## src/design/led_sink_pkg.sv

```systemverilog
package led_sink_pkg;
   // channel count of one device
   localparam int unsigned CHANNELS = 16;
   // system clock period in picoseconds (250 MHz)
   localparam int unsigned CLK_PERIOD_PS = 4000;
   // unit stagger step between successive channels, in picoseconds
   localparam int unsigned STAGGER_STEP_PS = 5000;
   // stagger step in clock cycles, rounded down, never below one
   localparam int unsigned STAGGER_STEP_CYC =
      (STAGGER_STEP_PS / CLK_PERIOD_PS) < 1 ? 1 : (STAGGER_STEP_PS / CLK_PERIOD_PS);
   // shortest serial shift clock period the controller may use (25 MHz), in picoseconds
   localparam int unsigned SHIFT_CLK_MIN_PERIOD_PS = 40000;
   // reset values
   localparam logic [15:0] SHIFT_RESET = 16'h0000;
   localparam logic [15:0] LATCH_RESET = 16'h0000;
   // switching order: slot k switches channel order[k] to its target level
   localparam logic [3:0] STAGGER_ORDER [16] = '{
      4'h0, 4'hF, 4'h1, 4'hE, 4'h2, 4'hD, 4'h3, 4'hC,
      4'h4, 4'hB, 4'h5, 4'hA, 4'h6, 4'h9, 4'h7, 4'h8};
endpackage

```

## src/design/skid_buffer.sv

```systemverilog
`timescale 1ns/1ps
// two-entry buffer: a stall on the drain side loses no word
module skid_buffer #(
   parameter int unsigned WIDTH = 16
) (
   input wire logic i_sys_clk,
   input wire logic i_sys_rst,
   input wire logic i_valid,
   output logic o_ready,
   input wire logic [WIDTH-1:0] i_data,
   output logic o_valid,
   input wire logic i_ready,
   output logic [WIDTH-1:0] o_data
);
   // all state in one struct
   typedef struct packed {
      logic [1:0] count;         // words held, 0..2
      logic [WIDTH-1:0] head;    // word at the drain side
      logic [WIDTH-1:0] tail;    // second word
   } buf_state_t;

   buf_state_t state;
   buf_state_t next_state;
   logic push;
   logic pop;

   // handshake terms
   assign o_ready = (state.count != 2'h2);
   assign o_valid = (state.count != 2'h0);
   assign o_data = state.head;
   assign push = i_valid && o_ready;
   assign pop = o_valid && i_ready;

   ////////////////////////////////////////////////////////////////////////////////
   // next state
   always_comb begin
      next_state = state;
      if (pop) begin
         // advance the tail into the head
         next_state.head = state.tail;
      end
      if (push) begin
         // new word lands in the first free slot after any pop
         if ((state.count == 2'h0) || (pop && state.count == 2'h1)) begin
            next_state.head = i_data;
         end else begin
            next_state.tail = i_data;
         end
      end
      next_state.count = 2'(state.count + {1'b0, push} - {1'b0, pop});
   end

   ////////////////////////////////////////////////////////////////////////////////
   // registers
   always_ff @(posedge i_sys_clk) begin
      if (i_sys_rst) begin
         state <= '0;
      end else begin
         state <= next_state;
      end
   end
endmodule // skid_buffer

```

## src/design/serial_led_sink_driver_logic.sv

```systemverilog
`timescale 1ns/1ps
module serial_led_sink_driver_logic #(
   parameter int unsigned CHANNELS = led_sink_pkg::CHANNELS
) (
   input wire logic i_sys_clk,
   input wire logic i_sys_rst,
   input wire logic i_shift_clock,
   input wire logic i_serial_in,
   input wire logic i_latch_strobe,
   input wire logic i_gate_n,
   output logic o_serial_cascade_out,
   output logic [CHANNELS-1:0] o_sink_channels,
   output logic o_shift_ready
);
   localparam int unsigned STEP = led_sink_pkg::STAGGER_STEP_CYC;
   localparam int unsigned SLOTS = CHANNELS;

   // all state in one struct
   typedef struct packed {
      logic shift_clock_prev;                 // last sampled shift clock level
      logic [CHANNELS-1:0] shift;             // stage CHANNELS-1 is the oldest
      logic [CHANNELS-1:0] latch;             // latched channel pattern
      logic cascade;                          // cascade output flop
      logic [CHANNELS-1:0] target;            // gated pattern being rolled out
      logic [CHANNELS-1:0] drive;             // channels driven now
      logic [4:0] slot;                       // next slot of the stagger walk
      logic [7:0] step_cnt;                   // cycles left in the current step
   } core_state_t;

   core_state_t state;
   core_state_t next_state;
   logic shift_edge;
   logic buf_valid;
   logic [CHANNELS-1:0] buf_data;
   logic [CHANNELS-1:0] gated;

   // maps a stagger slot onto the channel it switches
   function automatic logic [3:0] slot_channel(input logic [4:0] slot);
      slot_channel = led_sink_pkg::STAGGER_ORDER[slot[3:0]];
   endfunction

   ////////////////////////////////////////////////////////////////////////////////
   // shift edge detect on the synchronous shift clock input
   assign shift_edge = i_shift_clock && !state.shift_clock_prev;
   // ready is tied high, though the buffer can fill while a stagger walk holds off its drain
   assign o_shift_ready = 1'b1;

   // latched pattern passes through the buffer toward the stagger stage
   skid_buffer #(
      .WIDTH(CHANNELS)
   ) u_buf (
      .i_sys_clk(i_sys_clk),
      .i_sys_rst(i_sys_rst),
      .i_valid(state.latch != gated || state.slot == 5'h0),
      .o_ready(),
      .i_data(state.latch),
      .o_valid(buf_valid),
      .i_ready(state.slot == 5'(SLOTS) || state.slot == 5'h0),
      .o_data(buf_data)
   );

   // gate forces every channel off, leaving shift and latch alone
   assign gated = i_gate_n ? '0 : buf_data;

   ////////////////////////////////////////////////////////////////////////////////
   // next state
   always_comb begin
      next_state = state;
      next_state.shift_clock_prev = i_shift_clock;
      if (shift_edge) begin
         // newest bit enters stage 0, oldest sits at the top
         next_state.shift = {state.shift[CHANNELS-2:0], i_serial_in};
         // cascade shows the bit that just left the top stage
         next_state.cascade = state.shift[CHANNELS-1];
      end
      // strobe high: transparent; low: hold
      if (i_latch_strobe) begin
         next_state.latch = next_state.shift;
      end
      // a changed target restarts the stagger walk
      if (buf_valid && (gated != state.target)) begin
         next_state.target = gated;
         next_state.slot = 5'h0;
         next_state.step_cnt = 8'h0;
      end else if (state.slot != 5'(SLOTS)) begin
         if (state.step_cnt == 8'h0) begin
            // switch one channel, then wait one step
            next_state.drive[slot_channel(state.slot)] =
               state.target[slot_channel(state.slot)];
            next_state.slot = 5'(state.slot + 5'h1);
            next_state.step_cnt = 8'(STEP - 1);
         end else begin
            next_state.step_cnt = 8'(state.step_cnt - 8'h1);
         end
      end
      // gate off acts on every channel at once
      if (i_gate_n) begin
         next_state.drive = '0;
      end
   end

   ////////////////////////////////////////////////////////////////////////////////
   // outputs from flops
   assign o_serial_cascade_out = state.cascade;
   assign o_sink_channels = state.drive;

   ////////////////////////////////////////////////////////////////////////////////
   // registers
   always_ff @(posedge i_sys_clk) begin
      if (i_sys_rst) begin
         state <= '0;
         state.shift <= led_sink_pkg::SHIFT_RESET;
         state.latch <= led_sink_pkg::LATCH_RESET;
         state.slot <= 5'(SLOTS);
      end else begin
         state <= next_state;
      end
   end
endmodule // serial_led_sink_driver_logic

```

## config.mk

```make
export PLATFORM = sky130hd
export DESIGN_NAME = serial_led_sink_driver_logic
export DESIGN_NICKNAME = d
export VERILOG_FILES = /design/src/design/led_sink_pkg.sv /design/src/design/skid_buffer.sv /design/src/design/serial_led_sink_driver_logic.sv
export SDC_FILE = /design/constraint.sdc
export NUM_CORES = 1
export LEC_CHECK = 0
export BUFFER_PORTS_ARGS = -buffer_cell sky130_fd_sc_hd__buf_2
export CAP_MARGIN = 20
export CORE_UTILIZATION = 45
export CTS_CLUSTER_DIAMETER = 120
export DETAILED_ROUTE_END_ITERATION = 8
export MAX_ROUTING_LAYER = met4
export PLACE_DENSITY = 0.64
export RECOVER_POWER = 50
export SLEW_MARGIN = 40
export SYNTH_ARGS = -nofsm -noshare
export SYNTH_HDL_FRONTEND = slang
export SYNTH_SLANG_ARGS = --single-unit
```

## constraint.sdc

```tcl
create_clock -name i_sys_clk -period 5.4 [get_ports i_sys_clk]
set_input_delay 0.27 -clock i_sys_clk [delete_from_list [all_inputs] [get_ports i_sys_clk]]
set_output_delay 0.27 -clock i_sys_clk [all_outputs]
set_load 0.03 [all_outputs]
```

==> summary.txt, run 1 <==
final cell count without fillers: 880
Die W: 118.9 um
Min Hold Slack: 0.1170 ns
standard-cell rows: 42
Clock Pin Slew Worst Setup and Hold Paths: 0.05 ns
WHS Endpoint: state[62]
Syn Nets: 745
Switching Fraction: 37.56%
first-pass GRT wire length: 24.09 mm
vias in the first global route: 4798
Hold-fix buffers, CTS: 0
cts bufs inserted: 17
Setup CP Type: in -> reg
slew margin rel.: -52.30%
Die H: 118.9 um
fin util: 50.02%
setup TNS: 0 ns
root buffer cell: clkbuf_16
cts repair resizes: 0
WP data arrival: 4.08 ns
number of synthesized flops with an enable pin: 0
initial antenna violation count: 0
mapped cell area: 6152 sq um
Worst setup SP type: primary input
total internal power: 2.106 mW
Comb power frac: 33.2%
critical path capture point type: flop
via count: 5227
grt ovf: 0
antenna diode count: 0
Net Sw Power: 1.267 mW
unrepaired setup endpoints after global routing: no
final WL: 14.47 mm
WHS Path Cells: 3
VDD IR max: 273.5 uV
TritonCTS clock tree: done
Reg power frac: 33.3%
R2R Path End: u_buf.state[33]
clock power share: 33.5%
outcome: finished, violations left
Reg-to-Reg Start: state[8]
final instance area: 6650 sq um
buffers added on ports: 22
worst-margin pin slew: 2.284 ns
warnings from Yosys: 0
initial core utilization: 46.27%
worst setup path startpoint: i_sys_rst
drt wl/cell: 16.45 um
GRT Resource Usage Total: 22.05%
CTS Buffer Depth: 2
Cell Area, Placed: 6088 sq um
critical hold path startpoint: i_serial_in
core box area: 13300 sq um
Clk Latency, worst-skew pair: 0.42 ns
Crit Path Max Fanout: 55
count of different cell masters after synthesis: 61
drt drc: 0
Final Skew: 0.01110 ns
TritonRoute pass-1 iters: 4
Clock Sinks: 113
NumNets Final: 707
violated checks: max-capacitance violations, max-slew violations
Worst Reg2Reg Path Length in Cells: 11
initial drt markers: 345
H-tree depth: 4
Post-DRT Antenna Nets: 0
Area Overhead vs Synth: 8.094%
r2r setup slk: 2.31 ns
syn_area_per_cell: 8.439 sq um
FFs w/ async S/R, synth: 0%
Seq/Total Area, Yosys: 36.77%
Leak: 2.166 nW
period utilization: 70.23%
final total power: 3.373 mW
number of synthesized register bits: 113
routability-driven placement congestion ratio: 0.8478
min Tclk post-route: 3.793 ns
fin. max-slew vios: 56
Fmax achieved: 0.2637 GHz
max-cap violations: 1
IO Count: 24
pwr dens: 507.2 nW/um^2
Main synth FF type: dfxtp_1
Filler cells: 1267
Post-CTS Setup Bufs: 0
DP Cell Count: 848
kind of path behind the tightest hold check: in -> reg
layout cells sized above 1: 8.239%
CP required: 5.68 ns
Mapped Cells: 729
worst slack at placement: 2.363 ns
die area: 14140 sq um
DP Wirelength: 9.603 mm
post-route setup slack: 1.607 ns
vias per cell: 5.940
final hold vios: 0
largest net degree at the start of global routing: 56
# setup viols final: 0
power groups by stage:
stage	Combinational [mW]	Clock, mW	Sequential (mW)
global placement	1.09	0	1.13
finish	1.12	1.13	1.12
floorplan	1.04	0	1.03
detailed placement	1.12	0	1.14
global route	1.26	1.18	1.14
CTS	1.13	1.15	1.12
worst max-delay path, cell delays in order:
cell	delay (ns)
clkbuf_1	1.60
clkbuf_1	0.91
nor2_1	0.15
clkbuf_1	0.65
o211ai_1	0.33
o21ai_0	0.14
metal layers:
metal / GRT usage, % / wire, um / vias up
met5: - / 0 / -
met4: 10.52 / 404 / 0
met3: 4.933 / 611 / 32
met2: 34.17 / 6806 / 127
met1: 27.17 / 6650 / 2499
li1: - / - / 2569
kinds of logic after synthesis:
kind of cell,after synthesis,synth area share (%)
AND/OR/NAND/NOR,300,25.75
AO/OA/AOI/OAI,157,18.73
flip-flops,113,36.77
buffers and inverters,96,8.135
XOR/XNOR,29,4.128
multiplexers,23,4.393
adder cells (fa/ha/maj),10,2.034
other,1,0.06095
worst max path at each step:
stage               cells after the start  slack, ns            endpoint
floorplan                              14       2.68     u_buf.state[33]
global placement                       11       2.44     u_buf.state[33]
detailed placement                     11       2.36     u_buf.state[33]
CTS                                    11       2.35     u_buf.state[33]
global route                            6       1.27  o_sink_channels[5]
finish                                  6       1.61  o_sink_channels[4]
layout by cell type (no fill, tap or decap), types with 3 or more instances in the layout:
| cell type | n |
|---|---|
| dfxtp_1 | 113 |
| clkbuf_1 | 22 |
| buf_2 | 4 |
| nor3_1 | 4 |
| ha_1 | 10 |
| nor3b_1 | 17 |
| clkinv_2 | 6 |
| buf_4 | 5 |
| nand2b_1 | 17 |
| xnor2_1 | 24 |
| nand3_1 | 35 |
| nand4b_1 | 12 |
| clkbuf_16 | 17 |
| nand4_1 | 18 |
| a311oi_1 | 15 |
| inv_1 | 9 |
| o211ai_1 | 16 |
| nor4bb_1 | 4 |
| o21ai_1 | 4 |
| nor4_1 | 3 |
| a22oi_1 | 3 |
| a211oi_1 | 32 |
| and3_1 | 3 |
| nand2_1 | 73 |
| nor2_1 | 80 |
| or3_1 | 4 |
| nor4b_1 | 6 |
| mux4_2 | 3 |
| mux2i_1 | 18 |
| xor2_1 | 5 |
| a31oi_1 | 4 |
| nand3b_1 | 3 |
| nor2b_1 | 6 |
| a32oi_1 | 24 |
| bufinv_16 | 3 |
| a21oi_1 | 4 |
| o21ai_0 | 42 |
layout make-up:
type / count / area, sq um / share of cell area [%]
clock inverter: 11 / 136.4 / 2.051
tap: 176 / 220.2 / 3.311
sequential: 113 / 2262 / 34.02
multi-input combinational: 520 / 3401 / 51.14
timing repair buffer: 29 / 132.6 / 1.994
clock buffer: 21 / 460.4 / 6.924
inverter: 10 / 37.54 / 0.5644
registers in the layout (all words and copies together), names as in the netlist:
signal	flops
o_serial_cascade_out	1
o_sink_channels	16
state	62
u_buf.o_data	16
u_buf.state	18
cell usage after synthesis (3+ instances only):
cell | instances | area share (%)
o21ai_0 | 42 | 3.4
nor4bb_1 | 4 | 0.65
buf_6 | 4 | 0.73
xnor2_1 | 24 | 3.4
a31oi_1 | 4 | 0.41
a311oi_1 | 15 | 2.1
o211ai_1 | 16 | 2.0
inv_1 | 9 | 0.55
buf_4 | 22 | 2.7
nand4b_1 | 12 | 1.7
nand4_1 | 18 | 1.8
xor2_1 | 5 | 0.71
buf_2 | 20 | 1.6
clkbuf_1 | 36 | 2.2
mux2i_1 | 18 | 2.9
dfxtp_1 | 113 | 37
a32oi_1 | 24 | 3.4
nor2_1 | 80 | 4.9
a22oi_1 | 3 | 0.37
a21oi_1 | 4 | 0.33
nor4_1 | 3 | 0.31
and3_1 | 3 | 0.31
nand3b_1 | 3 | 0.37
nand2_1 | 73 | 4.5
nor3b_1 | 17 | 2.1
nor4b_1 | 6 | 0.85
nor2b_1 | 7 | 0.71
nand3_1 | 35 | 2.8
or3_1 | 4 | 0.41
nand2b_1 | 17 | 1.7
a211oi_1 | 32 | 3.9
mux4_2 | 3 | 1.1
nor3_1 | 4 | 0.33
o21ai_1 | 5 | 0.41
ha_1 | 10 | 2.0
Power figures use the tool's default switching activity.
==> run 2, diff against run 1 <==
--- a/config.mk
+++ b/config.mk
@@ -5,13 +5,14 @@
 export SDC_FILE = /design/constraint.sdc
 export NUM_CORES = 1
 export LEC_CHECK = 0
+export ABC_AREA = 1
 export BUFFER_PORTS_ARGS = -buffer_cell sky130_fd_sc_hd__buf_2
 export CAP_MARGIN = 20
 export CORE_UTILIZATION = 45
 export CTS_CLUSTER_DIAMETER = 120
 export DETAILED_ROUTE_END_ITERATION = 8
 export MAX_ROUTING_LAYER = met4
-export PLACE_DENSITY = 0.64
+export PLACE_DENSITY = 0.67
 export RECOVER_POWER = 50
 export SLEW_MARGIN = 40
 export SYNTH_ARGS = -nofsm -noshare
==> constraint.sdc (replaced) <==
create_clock -name i_sys_clk -period 3.4 [get_ports i_sys_clk]
set_input_delay 0.17 -clock i_sys_clk [delete_from_list [all_inputs] [get_ports i_sys_clk]]
set_output_delay 0.17 -clock i_sys_clk [all_outputs]
set_load 0.03 [all_outputs]
==> run 2 against run 1 <==
  * The flow finishes with violations (negative hold slack, max-capacitance violations, max-slew violations)
  * Global-route usage decreased by 0.97 points
  * Critical path depth is 8 higher
  * Count of clock-buffer cells in the layout down 4
  * Sequential share of layout area about the same
  * Die area is 2.1% lower
  * First-iteration DRC count grew 4.1%
  * Utilization grew 1.9 points
  * Critical path type unchanged
==> summary.txt, run 2 <==
outcome: finished, violations left (unchanged)
violated checks: negative hold slack, max-capacitance violations, max-slew violations (was max-capacitance violations, max-slew violations)
unrepaired setup endpoints after global routing: no (unchanged)
critical path capture point type: flop (unchanged)
Clock Sinks: 113 (unchanged)
mapped cell area: 6022 sq um (was 6152 sq um)
Top reg by flops: state (unchanged)
FFs w/ async S/R, synth: 0% (unchanged)
Seq/Total Area, Yosys: 37.56% (was 36.77%)
WHS Path Cells: 3 (unchanged)
met2 WL: 6.028 mm (was 6.806 mm)
grt ovf: 0 (unchanged)
warnings from Yosys: 0 (unchanged)
Post-DRT Antenna Nets: 0 (unchanged)
TritonCTS clock tree: done (unchanged)
cts repair resizes: 0 (unchanged)
initial core utilization: 46.96% (was 46.27%)
via count: 5272 (was 5227)
commonest cells after routing, fill and taps aside: nand2_1, nor2_1, inv_1 (was dfxtp_1, nor2_1, nand2_1)
Setup CP Type: in -> reg (unchanged)
TritonRoute pass-1 iters: 5 (was 4)
Final Skew: 0.007738 ns (was 0.01110 ns)
pwr dens: 929.8 nW/um^2 (was 507.2 nW/um^2)
DP Wirelength: 8.869 mm (was 9.603 mm)
layout cells sized above 1: 8.581% (was 8.239%)
Worst Reg2Reg Path Length in Cells: 11 (unchanged)
# setup viols final: 0 (unchanged)
Mapped Cells: 905 (was 729)
slew margin rel.: -13.93% (was -52.30%)
period utilization: 81.28%
Crit Path Max Fanout: 37 (was 55)
largest net degree at the start of global routing: 61 (was 56)
Clock Pin Slew Worst Setup and Hold Paths: 0.05 ns (about the same)
final WL: 13.30 mm (was 14.47 mm)
CP required: 3.76 ns (was 5.68 ns)
kind of path behind the tightest hold check: in -> reg (unchanged)
Hold-fix buffers, CTS: 0 (unchanged)
final hold vios: 1 (was 0)
root buffer cell: clkbuf_16 (unchanged)
routability-driven placement congestion ratio: 0.8039 (was 0.8478)
DRT met1 WL: 6.478 mm (was 6.650 mm)
Leak: 3.151 nW (was 2.166 nW)
count of different cell masters after synthesis: 34 (was 61)
initial drt markers: 359 (was 345)
post-route setup slack: 0.6364 ns (was 1.607 ns)
standard-cell rows: 41 (was 42)
first-pass GRT wire length: 22.78 mm (was 24.09 mm)
Area Overhead vs Synth: 10.55% (was 8.094%)
Syn Nets: 921 (was 745)
Filler cells: 1324 (was 1267)
vias per cell: 4.877 (was 5.940)
cts bufs inserted: 17 (unchanged)
worst slack at placement: 0.7855 ns (was 2.363 ns)
GRT Resource Usage Total: 21.07% (was 22.05%)
antenna diode count: 0 (unchanged)
Worst setup SP type: primary input (unchanged)
synth cell count leaders: nand2_1, nor2_1, inv_1 (was dfxtp_1, nor2_1, nand2_1)
NumNets Final: 913 (was 707)
met3 WL: 559 um (was 611 um)
Largest register FFs: 62 (unchanged)
biggest regs: state x62, u_buf.state x18 (unchanged)
IO Count: 24 (unchanged)
drt drc: 0 (unchanged)
vias in the first global route: 4825 (was 4798)
Die W: 117.7 um (was 118.9 um)
H-tree depth: 4 (unchanged)
syn_area_per_cell: 6.654 sq um (was 8.439 sq um)
drt wl/cell: 12.30 um (was 16.45 um)
number of synthesized register bits: 113 (unchanged)
setup TNS: 0 ns (unchanged)
most frequent cell after synthesis: nand2_1 (was dfxtp_1)
Yosys top cell area share: 37.56% (was 36.77%)
initial antenna violation count: 0 (unchanged)
most common cell after layout, fill and taps aside: nand2_1 (was dfxtp_1)
die area: 13850 sq um (was 14140 sq um)
Yosys top cell by area: dfxtp_1 (unchanged)
buffers added on ports: 22 (unchanged)
VDD IR max: 382.3 uV (was 273.5 uV)
DR top layer: met4 (unchanged)
fin. max-slew vios: 45 (was 56)
CTS Buffer Depth: 2 (unchanged)
max-cap violations: 2 (was 1)
Die H: 117.7 um (was 118.9 um)
Main synth FF type: dfxtp_1 (unchanged)
number of synthesized flops with an enable pin: 0 (unchanged)
Min Hold Slack: -0.01713 ns (was 0.1170 ns)
Clk Latency, worst-skew pair: 0.42 ns (about the same)
largest cells by area after synthesis: dfxtp_1, nand2_1, nor2_1 (was dfxtp_1, nor2_1, nand2_1)
min Tclk post-route: 2.764 ns
Post-CTS Setup Bufs: 0 (unchanged)
worst-margin pin slew: 1.703 ns (was 2.284 ns)
Fmax achieved: 0.3619 GHz
WP data arrival: 3.12 ns (was 4.08 ns)
core box area: 12820 sq um (was 13300 sq um)
==> run 2: worst paths after layout <==
kind	from	slack, ns	endpoint
max reg2reg	state[8]	0.69	state[12]
max	i_gate_n	0.64	state[7]
min reg2reg	state[32]	0.49	state[32]
min	i_shift_clock	-0.02	state[78]
==> run 2: kinds of logic after synthesis <==
group / share of synthesized area, %
xor gates and xnor gates: 2.618
AOI/OAI and AO/OA: 7.604
muxes: 2.659
buffers and inverters: 14.25
other: 0.06227
and+or+nand+nor: 33.16
adders and majority gates: 2.078
DFF: 37.56
==> run 2: final cells by class <==
cell class                 instances  area [sq um]  area share (%)
clock buffer                      17         425.4           6.390
timing repair buffer              24         100.1           1.503
tap                              172         215.2           3.232
sequential                       113          2262           33.98
multi-input combinational        596          2897           43.51
clock inverter                    14         214.0           3.214
inverter                         145         544.3           8.175
==> run 2: worst max-delay path, cell delays in order <==
cell and delay (ns):
buf_2 0.14, inv_1 0.66, nand2_1 0.25, nand2_1 0.13
nand2_1 0.06, nor2_1 0.09, nand2_1 0.07, nor2_1 0.13
nand2_1 0.08, nand2_2 0.58, inv_2 0.32, nor2_4 0.20
nand2_2 0.13, nor2_1 0.11
==> run 2: power breakdown <==
| group | switching [mW] | internal (mW) |
|---|---|---|
| Sequential | 0.193 | 1.62 |
| Combinational | 1.70 | 0.744 |
| Clock | 0.641 | 1.29 |
==> run 2: per-stage QoR <==
step | util, % | hold WS, ns | power [mW] | cells | area [sq um]
floorplan | - | 0.3152 | 3.858 | 905 | 6022
global placement | 47.16 | 0.4165 | 4.218 | 1050 | 6048
detailed placement | 47.22 | 0.4489 | 4.251 | 1050 | 6056
CTS | 52.20 | 0.01152 | 6.219 | 1081 | 6695
global route | 51.91 | -0.01408 | 6.676 | 1081 | 6658
finish | 51.91 | -0.01713 | 6.190 | 1081 | 6658
==> run 2: per-layer routing <==
layer  up-vias  GRT usage (%)
met2        91          32.02
met3        18          5.136
met5         -              -
li1       2746              -
met4         0          9.054
met1      2417          26.54
